$ cat config.mk
export PLATFORM = sky130hd
export DESIGN_NAME = scd_standby_clock
export DESIGN_NICKNAME = d
export VERILOG_FILES = /design/src/rtl/scd_pkg.sv /design/src/rtl/scd_standby_clock.sv
export SDC_FILE = /design/constraint.sdc
export NUM_CORES = 1
export LEC_CHECK = 0
export ABC_AREA = 1
export BUFFER_PORTS_ARGS = -buffer_cell sky130_fd_sc_hd__buf_2
export CORE_MARGIN = 2
export CORE_UTILIZATION = 30
export CTS_CLUSTER_DIAMETER = 60
export DETAILED_ROUTE_END_ITERATION = 12
export SYNTH_ARGS = -nofsm -noshare
export SYNTH_HDL_FRONTEND = slang
export SYNTH_SLANG_ARGS = --single-unit
export TNS_END_PERCENT = 1
$ cat constraint.sdc
create_clock -name CLK_SYS_I -period 5.45 [get_ports CLK_SYS_I]
set_clock_uncertainty 0.1 [all_clocks]
set_input_delay 0.2725 -clock CLK_SYS_I [delete_from_list [all_inputs] [get_ports CLK_SYS_I]]
set_output_delay 0.2725 -clock CLK_SYS_I [all_outputs]
set_load 0.05 [all_outputs]
$ cat src/rtl/scd_pkg.sv
`default_nettype none
package scd_pkg;
    // oscillator variant of the device
    typedef enum logic [2:0] {
        SCD_VAR_RC      = 3'h0,
        SCD_VAR_R       = 3'h1,
        SCD_VAR_XTALCER = 3'h2,
        SCD_VAR_XTAL    = 3'h3,
        SCD_VAR_CERAMIC = 3'h4
    } scd_variant_t;

    // standby state, gray along run -> halt -> stop -> wait
    typedef enum logic [1:0] {
        SCD_ST_RUN  = 2'h0,
        SCD_ST_HALT = 2'h1,
        SCD_ST_STOP = 2'h3,
        SCD_ST_WAIT = 2'h2
    } scd_state_t;

    localparam int SCD_DIV_W          = 8;
    localparam int SCD_CPU_RC_DIV     = 2;
    localparam int SCD_XC_BASE_DIV    = 6;
    localparam int SCD_XC_CPU_DIV     = 12;
    localparam int SCD_XC_TMR_DIV     = 8;
    localparam int SCD_XT_PPG_DIV     = 2;
    localparam int SCD_XT_FAST_DIV    = 8;
    localparam int SCD_XT_FAST16_DIV  = 16;
    localparam int SCD_XT_SLOW_DIV    = 32;
    localparam int SCD_XT_TMR_DIV     = 128;
    localparam int SCD_CLK_HZ         = 50_000_000;
    localparam int SCD_WAIT_US        = 10;
    localparam int SCD_WAIT_CYC       = SCD_WAIT_US * (SCD_CLK_HZ / 1_000_000);
    localparam logic [SCD_DIV_W-1:0] SCD_DIV_RST = 8'h00;

    // per-output clock enables, one pulse per divided period
    typedef struct packed {
        logic base;
        logic cpu;
        logic cpu_out;
        logic timer;
        logic pulse_gen;
        logic display;
    } scd_clk_en_t;

    typedef struct packed {
        scd_state_t               st;
        logic                     halt_ff;
        logic                     stop_ff;
        logic [1:0]               rst_sync;
        logic [1:0]               ext_sync;
        logic                     rst_prev;
        logic [SCD_DIV_W-1:0]     osc_cnt;
        logic [SCD_DIV_W-1:0]     sys_cnt;
        logic [15:0]              wait_cnt;
        logic                     int_reset;
        scd_clk_en_t              en;
    } scd_regs_t;
endpackage : scd_pkg
`default_nettype wire

$ cat src/rtl/scd_standby_clock.sv
// Summary of operation
// RL1 - rc variant: cpu clock is base clock divided by two
// RL2 - rc variant stop halts oscillator and divider; no base or cpu clock
// RL3 - halt stops only the divide-by-two; base clock continues
// RL4 - external clock: stop and halt gate only the cpu clock
// RL5 - crystal/ceramic: base /6, cpu and copy /12, timer /8
// RL6 - base clock feeds timer and syncs second interrupt gating
// RL7 - stop sets stop ff; reset high clears; clocks resume when reset low; code restarts base clock once stop ff clears, reset still high
// RL8 - halt sets halt ff; cleared by release or reset falling edge
// RL9 - crystal: pulse gen /2, fast /8 or /16, slow and display /32, timer /128
// RL10 - speed select 1 picks fast clock, 0 picks slow /32 clock
// RL11 - display always /32, pulse generator always /2
// RL12 - crystal: selected system clock /2 is cpu clock and feeds timer control
// RL13 - crystal: stop halts oscillation, clears dividers; reset restarts
// RL14 - crystal: halt ff set by stop and reset; cleared by release or delayed reset
// RL15 - ceramic: base is oscillator, cpu half of it, blocked while halted
// RL16 - ceramic: halt ff held set while reset input high
// RL17 - resistor types leave stop by interrupt or reset; others reset only
// RL18 - gating and restart glitch-free, no shortened phases downstream
`default_nettype none
module scd_standby_clock #(
    parameter int WAIT_CYC = scd_pkg::SCD_WAIT_CYC
) (
    // clock and reset
    input  wire logic                 CLK_SYS_I,
    input  wire logic                 ARST_N_I,
    // configuration
    input  wire scd_pkg::scd_variant_t VARIANT_I,
    input  wire logic                 EXT_CLOCK_I,
    input  wire logic                 FAST16_PART_I,
    input  wire logic                 CLOCK_SPEED_SELECT_BIT_I,
    // oscillator input tick, one pulse per oscillator period
    input  wire logic                 OSC_TICK_I,
    // cpu side
    input  wire logic                 STOP_INSTR_I,
    input  wire logic                 HALT_INSTR_I,
    input  wire logic                 RELEASE_I,
    input  wire logic                 RESET_PIN_I,
    // derived clock enables
    output scd_pkg::scd_clk_en_t      CLK_EN_O,
    output logic                      TIMER_COUNT_PULSE_EN_O,
    output logic                      INT_SYNC_EN_O,
    // status
    output logic                      DELAYED_INTERNAL_RESET_O,
    output logic                      HALT_O,
    output logic                      STOP_O
);
    // the wait counter is 16 bits wide and must count at least once
    if (WAIT_CYC < 1 || WAIT_CYC > 65535) begin : g_bad_wait
        $error("WAIT_CYC out of range");
    end

    scd_pkg::scd_regs_t r_reg;
    scd_pkg::scd_regs_t r_next;

    logic rst_hi;
    logic rst_fall;
    logic osc_run;
    logic is_resistor;
    logic is_xtal;
    logic is_xc;
    logic is_cer;
    logic [scd_pkg::SCD_DIV_W-1:0] fast_div;
    logic sys_tick;

    always_comb begin
        rst_hi      = r_reg.rst_sync[1];
        rst_fall    = r_reg.rst_prev & ~rst_hi;
        is_resistor = (VARIANT_I == scd_pkg::SCD_VAR_RC)
                    | (VARIANT_I == scd_pkg::SCD_VAR_R);
        is_xtal     = (VARIANT_I == scd_pkg::SCD_VAR_XTAL);
        is_xc       = (VARIANT_I == scd_pkg::SCD_VAR_XTALCER);
        is_cer      = (VARIANT_I == scd_pkg::SCD_VAR_CERAMIC);
        // RL4 external clock bypass
        osc_run     = OSC_TICK_I & (~r_reg.stop_ff | r_reg.ext_sync[1]);
        fast_div    = FAST16_PART_I
                    ? 8'(scd_pkg::SCD_XT_FAST16_DIV)
                    : 8'(scd_pkg::SCD_XT_FAST_DIV);
        sys_tick    = 1'b0;
        r_next      = r_reg;
        r_next.rst_sync = {r_reg.rst_sync[0], RESET_PIN_I};
        r_next.ext_sync = {r_reg.ext_sync[0], EXT_CLOCK_I};
        r_next.rst_prev = rst_hi;
        r_next.en       = '0;

        // RL2 RL13 dividers cleared while stopped without external clock
        if (r_reg.stop_ff && !r_reg.ext_sync[1]) begin
            r_next.osc_cnt = scd_pkg::SCD_DIV_RST;
            r_next.sys_cnt = scd_pkg::SCD_DIV_RST;
        end else if (osc_run) begin
            r_next.osc_cnt = r_reg.osc_cnt + 8'h01;
            if (is_xc) begin
                // RL5 divide by 6/12/8 from one 24-step count
                if (r_reg.osc_cnt >= 8'(scd_pkg::SCD_XC_CPU_DIV * 2 - 1)) begin
                    r_next.osc_cnt = scd_pkg::SCD_DIV_RST;
                end
                r_next.en.base  = (r_reg.osc_cnt %
                    8'(scd_pkg::SCD_XC_BASE_DIV)) == 8'h00;
                r_next.en.timer = (r_reg.osc_cnt %
                    8'(scd_pkg::SCD_XC_TMR_DIV)) == 8'h00;
                r_next.en.cpu_out = (r_reg.osc_cnt %
                    8'(scd_pkg::SCD_XC_CPU_DIV)) == 8'h00;
            end else if (is_xtal) begin
                // RL9 binary chain up to /128
                if (r_reg.osc_cnt >= 8'(scd_pkg::SCD_XT_TMR_DIV - 1)) begin
                    r_next.osc_cnt = scd_pkg::SCD_DIV_RST;
                end
                // RL11 fixed-rate outputs independent of speed bit
                r_next.en.pulse_gen = (r_reg.osc_cnt %
                    8'(scd_pkg::SCD_XT_PPG_DIV)) == 8'h00;
                r_next.en.display = (r_reg.osc_cnt %
                    8'(scd_pkg::SCD_XT_SLOW_DIV)) == 8'h00;
                r_next.en.timer = r_reg.osc_cnt == 8'h00;
                // RL10 speed select mux
                sys_tick = CLOCK_SPEED_SELECT_BIT_I
                    ? (r_reg.osc_cnt % fast_div) == 8'h00
                    : (r_reg.osc_cnt %
                       8'(scd_pkg::SCD_XT_SLOW_DIV)) == 8'h00;
                r_next.en.base = sys_tick;
            end else begin
                // RL15 base is oscillator directly
                r_next.osc_cnt = scd_pkg::SCD_DIV_RST;
                r_next.en.base = 1'b1;
            end
        end

        // RL1 divide-by-two of base; RL12 same for crystal system clock
        if (r_next.en.base && !is_xc) begin
            r_next.sys_cnt = r_reg.sys_cnt ^ 8'h01;
            // RL3 halt inhibits only this stage; RL18 whole periods kept
            r_next.en.cpu = r_reg.sys_cnt[0] & ~r_reg.halt_ff
                          & ~r_reg.stop_ff;
        end
        if (is_xc) begin
            r_next.en.cpu = r_next.en.cpu_out & ~r_reg.halt_ff
                          & ~r_reg.stop_ff;
        end
        r_next.en.cpu_out = r_next.en.cpu;

        // RL14 delayed internal reset after reset pin falls
        if (rst_hi) begin
            r_next.int_reset = 1'b1;
            r_next.wait_cnt  = 16'(WAIT_CYC);
        end else if (r_reg.int_reset) begin
            if (r_reg.wait_cnt <= 16'h0001) begin
                r_next.int_reset = 1'b0;
            end else begin
                r_next.wait_cnt = r_reg.wait_cnt - 16'h0001;
            end
        end

        // RL7 stop ff set by instruction, cleared by reset high
        if (rst_hi) begin
            r_next.stop_ff = 1'b0;
        // RL17 resistor types also leave stop on interrupt
        end else if (r_reg.stop_ff && RELEASE_I && is_resistor) begin
            r_next.stop_ff = 1'b0;
        end else if (STOP_INSTR_I && !is_cer) begin
            r_next.stop_ff = 1'b1;
        end

        // RL8 halt ff set by instruction, cleared by release or reset fall
        if ((rst_hi && (is_xtal || is_cer))
            || (STOP_INSTR_I && is_xtal)) begin
            // RL16 held set while reset high
            r_next.halt_ff = 1'b1;
        end else if (is_xtal) begin
            // RL14 release or end of internal reset
            if (RELEASE_I || (r_reg.int_reset && !r_next.int_reset)) begin
                r_next.halt_ff = 1'b0;
            end else if (HALT_INSTR_I) begin
                r_next.halt_ff = 1'b1;
            end
        end else if (RELEASE_I || rst_fall) begin
            r_next.halt_ff = 1'b0;
        end else if (HALT_INSTR_I) begin
            r_next.halt_ff = 1'b1;
        end

        // RL7 cpu enable masked while reset pin is high and stop ff still set; not crystal or ceramic
        if (rst_hi && !is_cer && !is_xtal) begin
            r_next.en.cpu     = r_next.en.cpu & ~r_reg.stop_ff;
        end

        unique case ({r_next.stop_ff, r_next.halt_ff})
            2'b00:   r_next.st = scd_pkg::SCD_ST_RUN;
            2'b01:   r_next.st = scd_pkg::SCD_ST_HALT;
            2'b10,
            2'b11:   r_next.st = scd_pkg::SCD_ST_STOP;
        endcase
        if (r_next.int_reset && !rst_hi) begin
            r_next.st = scd_pkg::SCD_ST_WAIT;
        end
    end

    always_ff @(posedge CLK_SYS_I or negedge ARST_N_I) begin
        if (!ARST_N_I) begin
            r_reg <= '0;
        end else begin
            r_reg <= r_next;
        end
    end

    // RL6 base clock drives timer and interrupt sync
    assign CLK_EN_O                 = r_reg.en;
    assign INT_SYNC_EN_O            = r_reg.en.base;
    // RL12 timer control input from system clock in crystal variant
    assign TIMER_COUNT_PULSE_EN_O   = (VARIANT_I == scd_pkg::SCD_VAR_XTAL)
                                    ? r_reg.en.base : r_reg.en.timer
                                      | r_reg.en.base;
    assign DELAYED_INTERNAL_RESET_O = r_reg.int_reset;
    assign HALT_O                   = r_reg.halt_ff;
    assign STOP_O                   = r_reg.stop_ff;
endmodule // scd_standby_clock
`default_nettype wire

After elaboration in Yosys (flattened, before gate mapping)
Cells that the tools add are included.
- add/subtract/negate cells: 2
- div/mod/pow operators: 3
- $lt $le $gt $ge: 3
- eq/ne operators: 5
- muxes and demuxes: 36
- bitwise logic cells: 14
- reduce and logical (&&, ||, !) cells: 32
- operator list (cell ; count):
    8-bit zero test ; 7
    8-bit two-way mux ; 6
    17-bit two-way mux ; 2
    1-bit two-way mux ; 22
    16-bit by 1-bit <= comparator with 1-bit output, second input constant ; 1
    16-bit two-way mux ; 1
    16-bit by 1-bit subtractor with 16-bit output, second input constant ; 1
    1-bit logical AND ; 10
    8-bit by 1-bit adder with 8-bit output, second input constant ; 1
    8-bit by 5-bit greater-or-equal comparator with 1-bit output, second input constant ; 1
    8-bit by 7-bit greater-or-equal comparator with 1-bit output, second input constant ; 1
    8-bit by 3-bit remainder unit with 8-bit output, second input constant ; 1
    8-bit by 4-bit remainder unit with 8-bit output, second input constant ; 1
    8-bit by 8-bit remainder unit with 8-bit output ; 1
    4-bit two-way mux ; 2
    1-bit bitwise AND ; 7
    3-bit by 2-bit equality test with 1-bit output, second input constant ; 2
    2-bit nonzero test ; 3
    1-bit zero test ; 5
    5-bit two-way mux ; 1
    1-bit logical OR ; 4
    1-bit NOT ; 4
    3-bit by 1-bit equality test with 1-bit output, second input constant ; 1
    3-bit equality test, second input constant ; 1
    other kinds (7) ; 9
- register bits: 39
- input port bits: 13
- output and inout bits: 11
- logic and storage cells: 110

Logic depth before layout (Yosys ltp)
Gate-level depths: netlist (run 1).
- depth after elaboration: 13
- gate-level depth with buffers: 38

Least setup slack after synthesis (run 1)
Ideal clock, no wire load.
- path kind: flip-flop to flip-flop
- start: register r_reg[38] (netlist name)
- end: register r_reg[23] (netlist name)
- setup time: 117 ps
- data arrival time: 4533 ps
- path slack: 699 ps
- cell stages (with the launch flop): 38
- buffers on the path: 1
- clock period less this slack: 4751 ps
- cells stage by stage: dfrtp_1 dlygate4sd1_1 ha_1 inv_1 o21ai_0 inv_1 ha_1 nand2_1 nor3_1 nand2_1 nand3_1 nand2_1 nand2_1 inv_1 ha_1 inv_1 nor2_1 nor2_1 (+2 left out) nand2_1 ha_1 o21a_1 nor2_1 nand3_1 nand2_1 nand2_1 ha_1 nand2_1 nand2_1 a21oi_1 nand3_1 nand2_1 nand2_1 a21oi_2 nand3_1 nand2_1 nand2_1
- longest elaborated chain between the ends: 9
- elaborated cells on any way between the ends: 12
- those cells by class: div: 2; mux: 6; reduce/logical: 4
- RTL lines (what ; RTL line ; RTL):
    start, declared ; scd_standby_clock.sv:53 ; scd_pkg::scd_regs_t r_reg;
    start signal, assigned ; scd_standby_clock.sv:200 ; r_reg <= r_next;
    8-bit by 8-bit remainder unit with 8-bit output ; scd_standby_clock.sv:116 ; ? (r_reg.osc_cnt % fast_div) == 8'h00
    8-bit zero test ; scd_standby_clock.sv:116 ;
    1-bit two-way mux ; scd_standby_clock.sv:116 ;
    1-bit two-way mux ; scd_standby_clock.sv:103 ; end else if (is_xtal) begin
    1-bit two-way mux * ; scd_standby_clock.sv:92 ; if (is_xc) begin
    1-bit two-way mux * ; scd_standby_clock.sv:90 ; end else if (osc_run) begin
    1-bit two-way mux * ; scd_standby_clock.sv:87 ; if (r_reg.stop_ff && !r_reg.ext_sync[1]) begin
    1-bit logical AND * ; scd_standby_clock.sv:128 ; if (r_next.en.base && !is_xc) begin
    1-bit two-way mux or 2-bit nonzero test (tied branches) ; n/a ;
Every way passes the cells marked *; elsewhere a longest branch is shown, timed or not.
A chain may end at the register's enable or synchronous reset.

Worst setup path in the final report (run 1)
Same ends and word-level chain as after synthesis.

==> results of run 1 <==
-- critical path, delay by kind of cell, from the launching register on --
family,cells,cell delay [ns]
AOI/OAI and AO/OA,4,0.60
adders and majority gates,5,1.46
buffers and inverters,4,0.22
and+or+nand+nor,23,1.88
DFF,1,0.46
-- timing repair --
| action | in CTS | in global routing |
|---|---|---|
| buffers inserted | 0 | 0 |
| hold buffers | 2 | 0 |
| gates resized for setup | 0 | 5 |
| setup endpoints to repair | 0 | 4 |
| endpoints found under the hold margin | 2 | 0 |
-- area by class of cell --
| class | instances | area, sq um |
|---|---|---|
| Clock inverter | 1 | 5.00 |
| Tap cell | 108 | 135 |
| Sequential cell | 39 | 977 |
| Fill cell | 961 | 5760 |
| Inverter | 49 | 184 |
| Timing Repair Buffer | 25 | 135 |
| Clock buffer | 6 | 82.6 |
| Multi-Input combinational cell | 247 | 1400 |
-- power by group through the flow --
stage          combinational (mW)  sequential (mW)  clock, mW
2_1_floorplan              0.0864            0.323          0
3_3_place_gp                0.121            0.318          0
5_1_grt                     0.145            0.315      0.217
4_1_cts                     0.125            0.313      0.204
6_report                    0.125            0.313      0.196
3_5_place_dp                0.123            0.318          0
-- cell families (layout without fill, tap and decap cells) --
| kind of cell | after synthesis | count (layout) | share of synthesized area, % |
|---|---|---|---|
| and+or+nand+nor | 171 | 171 | 30.4 |
| buffers and inverters | 65 | 81 | 11.7 |
| AOI/OAI and AO/OA | 53 | 53 | 11.8 |
| DFF | 39 | 39 | 36.4 |
| adders and majority gates | 15 | 15 | 7.01 |
| xor gates and xnor gates | 7 | 7 | 2.29 |
| muxes | 1 | 1 | 0.374 |
-- layer usage --
| layer | track usage (%) | wire [um] |
|---|---|---|
| met5 | 0 | 0 |
| met1 | 18.2 | 2850 |
| met2 | 17.9 | 2390 |
| met4 | 3.16 | 61 |
| met3 | 2.84 | 277 |
-- worst min-delay path by stage --
stage | from | slack [ns] | end | cells past startpoint
6_report | ARST_N_I | -0.005 | r_reg[21] | 1
3_3_place_gp | r_next[43] | 0.23 | r_next[39] | 0
5_1_grt | ARST_N_I | 0.07 | r_reg[21] | 1
2_1_floorplan | ARST_N_I | -0.12 | CLK_EN_O[0] | 0
3_5_place_dp | r_next[43] | 0.24 | r_next[39] | 0
4_1_cts | ARST_N_I | 0.03 | CLK_EN_O[3] | 1
-- stage by stage --
stage / hold WS [ns] / util (%)
CTS: 0.0285 / 33.5
finish: -0.00539 / 33.6
detailed placement: 0.236 / 32.2
floorplan: -0.123 / -
global placement: 0.231 / 32.2
global route: 0.0698 / 33.6
-- cell usage in the layout (no fill, tap or decap), types with 14 or more instances in the layout --
master and count:
ha_1 15, nand3_1 22, buf_2 23, nand2_1 66, o21ai_0 16, dfrtp_1 38, a21oi_1 14, nor2_1 30
nor3_1 14, inv_1 46
==> results.toml, run 1 <==
[outcome]
status = "finished with violations"
violations = "hold timing"

[pwr]
powerDensity_mw_per_mm2 = 217
p_sw_mw = 0.192
seqPwrFrac_pct = 49.3
ir_drop_mv = 0.100
p_total_mw = 0.634
p_int_mw = 0.442
netSwitchingFraction_pct = 30.3
p_leak_nw = 1.46
p_comb_share_pct = 19.8
clkPwrFrac_pct = 30.9

[worst_setup_path]
slowest_delay_ns = 0.46
start_kind = "register"
worst-setup-path-type = "register to register"
rr_worst_depth = 36
worst_r2r_endpoint = "r_reg[23]"
ff2ff_setup_slack_ns = 0.62
timing.rr.start = "r_reg[38]"
path_max_fanout = 7
cpMostUsedCell = "nand2_1"
cp.arrival_ns = 4.92
crit_required_ns = 5.53
crit_path_end_kind = "register"
slowest_stage = "dfrtp_2"
endpoint = "r_reg[23]"
worstSetupStartpoint = "r_reg[38]"

[die]
dieWidth_um = 98.5
die_h_um = 98.5
initial_core_util_pct = 30.9
row_count = 34
io_pins = 24
core_sq_mm = 0.00868
dieArea_sq_mm = 0.00970

[cells_and_area]
nets = 395
largest_reg_flops = 27
final_cells = 475
area_growth_pct = 8.93
final_area_sq_mm = 0.00292
antenna_cells = 0
drive_above_1_share_pct = 14.7

[sta]
layout_min_cycle_time_ns = 4.83
tns_ns = 0
finalHoldViolations = 22
tightest_slew_ns = 0.854
worst_slack_ns = 0.617
hold_ws_ns = -0.00539
fmax_mhz = 207
fin_crit_sh_pct = 88.7
slew_headroom_pct = 43.1
finalSetupViolCount = 0
rsz0062_at_grt = "false"
slew_viol_final = 0

[yosys]
ys_ff_latch = 39
yosys.cell_count.top_type = "nand2_1"
synth.avg_cell_area_sq_um = 7.63
synth-edff-count = 0
synthesis.nets = 379
synth_warnings = 0
synth_common_cells = "nand2_1, inv_1, dfrtp_1"
ys_types = 45
synthTopCellsByArea = "dfrtp_1, nand2_1, ha_1"
seq_area_frac_synth_pct = 36.4
synthesis.area_sq_mm = 0.00268
syn_inst = 351
yosysTopAreaCell = "dfrtp_1"
ys.flop_type = "dfrtp_1"
synth_top_area_share_pct = 36.4
async_flop_share_pct = 100

[clock_network]
insertion_delay_ns = 0.28
clock_path_buffers = 2
ctsHtreeMaxLevel = 2
cts.clk_slew.worst_paths_ns = 0.08
cts-buffers-inserted = 5
tritoncts = "yes"
cts.sinks = 39
clockRootBuffer = "clkbuf_8"

[placement]
post-dp-hpwl_um = 4350
dp_slack_ns = 0.423
routabilityCongestion = 0.797
placedCellCount = 466
post_dp_cell_area_sq_mm = 0.00280
place.port_buffers = 23

[grt]
track_usage_pct = 12.3
grt_pass1_wl_um = 9900
grt_max_degree = 40
first_global_vias = 2146
overflow = 0
antenna_found_initial = 0

[routing]
route.detailed.drc = 0
vias_per_cell = 4.85
dr.pass1.iters = 5
routedWlPerCell_um = 11.7
drt_iter0_drc = 91
drt-total-wl_um = 5580
via_count = 2303
drtAntennaViolNets = 0

[run]
cap_viol_max_count = 0

[min_path]
hold_path.class = "input port to asynchronous set/reset pin"
(Power assumes the default switching activity.)
==> run 2, diff against run 1 <==
Settings changed: ABC_AREA 1 to default.
==> run 2 against run 1 <==
Net effect:
- the flow still finishes with violations (hold timing)
- total power rose by 5.7%
- combinational power decreased by 18%
- hold slack better by 0.0053 ns
- utilization is 0.16 points lower
- critical endpoint unchanged
- highest routed layer unchanged
==> results.toml, run 2 <==
[outcome]
status = "finished with violations"
violations = "hold timing"

[yosys]
seq_area_frac_synth_pct = 34.9
synthTopCellsByArea = "dfrtp_1, ha_1, nor2_1"
ys_types = 54
synth_top_area_share_pct = 34.9
yosysTopAreaCell = "dfrtp_1"
async_flop_share_pct = 100
synthesis.area_sq_mm = 0.00279
synth_warnings = 0
yosys.cell_count.top_type = "dfrtp_1"
ys.flop_type = "dfrtp_1"
syn_inst = 334
synthesis.nets = 361
synth-edff-count = 0
synth_common_cells = "dfrtp_1, nor2_1, a21oi_1"
ys_ff_latch = 39
synth.avg_cell_area_sq_um = 8.37

[routing]
drtAntennaViolNets = 0
route.detailed.drc = 0
dr.pass1.iters = 4
drt_iter0_drc = 183
routedWlPerCell_um = 13.3
vias_per_cell = 5.26
drt-total-wl_um = 6010
via_count = 2372

[cells_and_area]
largest_reg_flops = 27
fillCellCount = 931
final_common_cell = "dfrtp_1"
area_growth_pct = 9.58
nets = 366
fin_util_pct = 33.5
layout_common_cells = "dfrtp_1, nor2_1, buf_2, a21oi_1, o21ai_0"
drive_above_1_share_pct = 12.9
antenna_cells = 0
final_cells = 451

[sta]
slew_headroom_pct = 41.8
worst_slack_ns = 0.469
tns_ns = 0
rsz0062_at_grt = "false"
fmax_mhz = 201
finalSetupViolCount = 0
finalHoldViolations = 1
fin_crit_sh_pct = 91.4
hold_ws_ns = -0.000101
tightest_slew_ns = 0.873
layout_min_cycle_time_ns = 4.98
slew_viol_final = 0

[die]
initial_core_util_pct = 30.5
core_sq_mm = 0.00915
dieArea_sq_mm = 0.0101
die_h_um = 101
io_pins = 24
dieWidth_um = 101
row_count = 35

[worst_setup_path]
crit_required_ns = 5.53
worst-setup-path-type = "register to register"
ff2ff_setup_slack_ns = 0.47
crit_path_end_kind = "register"
timing.rr.start = "r_reg[38]"
cp_top_family = "compound AO/OA/AOI/OAI gates"
slowest_delay_ns = 0.51
rr_worst_depth = 21
worst_r2r_endpoint = "r_reg[23]"
cpMostUsedCell = "ha_1"
path_cells = "ha_1, nor2b_1, a21oi_1, ha_1, a211oi_1, nor2_1, ha_1, a211oi_1, a22oi_1, ha_1, o21ai_0, o311a_1, and3_1, or2_2, ha_1, o21ai_0, nand2_1, o31ai_1, a31o_2, a31oi_1, a41o_1"
path_max_fanout = 11
slowest_stage = "dfrtp_1"
cp.arrival_ns = 5.07
start_kind = "register"
worst-path-buf-inv = 0

[clock_network]
cts_resized = 0
clock_path_buffers = 2
insertion_delay_ns = 0.29
tritoncts = "yes"
clockRootBuffer = "clkbuf_8"
ctsHtreeMaxLevel = 2
hold_buffers = 2
cts_setup_buffers = 0
cts.sinks = 39
cts.clk_slew.worst_paths_ns = 0.08
cts-buffers-inserted = 5

[grt]
grt_max_degree = 40
overflow = 0
grt_pass1_wl_um = 10300
antenna_found_initial = 0
first_global_vias = 2148
track_usage_pct = 12.5

[placement]
dp_slack_ns = 0.506
placedCellCount = 441
place.port_buffers = 23
post-dp-hpwl_um = 4420
routabilityCongestion = 0.814

[pwr]
powerDensity_mw_per_mm2 = 219
p_leak_nw = 1.29
ir_drop_mv = 0.145

[min_path]
hold_path.class = "input port to asynchronous set/reset pin"

[run]
cap_viol_max_count = 0
-- run 2: cell types whose count changed in the layout (fill, tap and decap cells not counted), sizes merged, moves of 9 or more --
cell,delta
inv,-35
nand2b,+9
nand3,-26
xnor2,+9
nor2b,+9
nand2,-54
-- run 2: metal layers --
metal,GRT usage [%],share of wire [%]
met4,3.69,1.2
met2,19.5,45
met1,17.5,50
met3,2.43,3.8
met5,0,0
-- run 2: area by class of cell --
class                           count  area (sq um)  area share [%]
Multi-Input combinational cell    254          1640            53.6
Inverter                           14          52.6            1.72
Clock inverter                      2          35.0            1.14
Tap cell                          111           139            4.54
Sequential cell                    39           976            31.9
Clock buffer                        6          82.6            2.70
Timing Repair Buffer               25           135            4.41
-- run 2: stage by stage --
step	total power [mW]	area (sq um)
floorplan	0.396	2790
global placement	0.423	2920
detailed placement	0.425	2920
CTS	0.678	3060
global route	0.705	3060
finish	0.670	3060
-- run 2: logic make-up after synthesis --
group,after synthesis,share of synthesized area (%)
buffers and inverters,41,6.31
DFF,39,34.9
AOI/OAI and AO/OA,86,20.2
xor gates and xnor gates,15,4.70
muxes,2,0.717
adders and majority gates,15,6.63
and+or+nand+nor,136,26.6
-- run 2: worst max path at each step --
stage | cells past startpoint | start | endpoint
6_report | 21 | r_reg[38] | r_reg[23]
2_1_floorplan | 23 | r_reg[38] | r_reg[23]
5_1_grt | 21 | r_reg[38] | CLK_EN_O[3]
3_5_place_dp | 21 | r_reg[38] | r_reg[23]
4_1_cts | 21 | r_reg[38] | r_reg[23]
3_3_place_gp | 21 | r_reg[38] | r_reg[23]
-- run 2: power by group --
| part | total [mW] | switching (mW) | internal [mW] |
|---|---|---|---|
| Combinational | 0.102 | 0.0654 | 0.0368 |
| Sequential | 0.317 | 0.0147 | 0.303 |
| Clock | 0.250 | 0.102 | 0.148 |
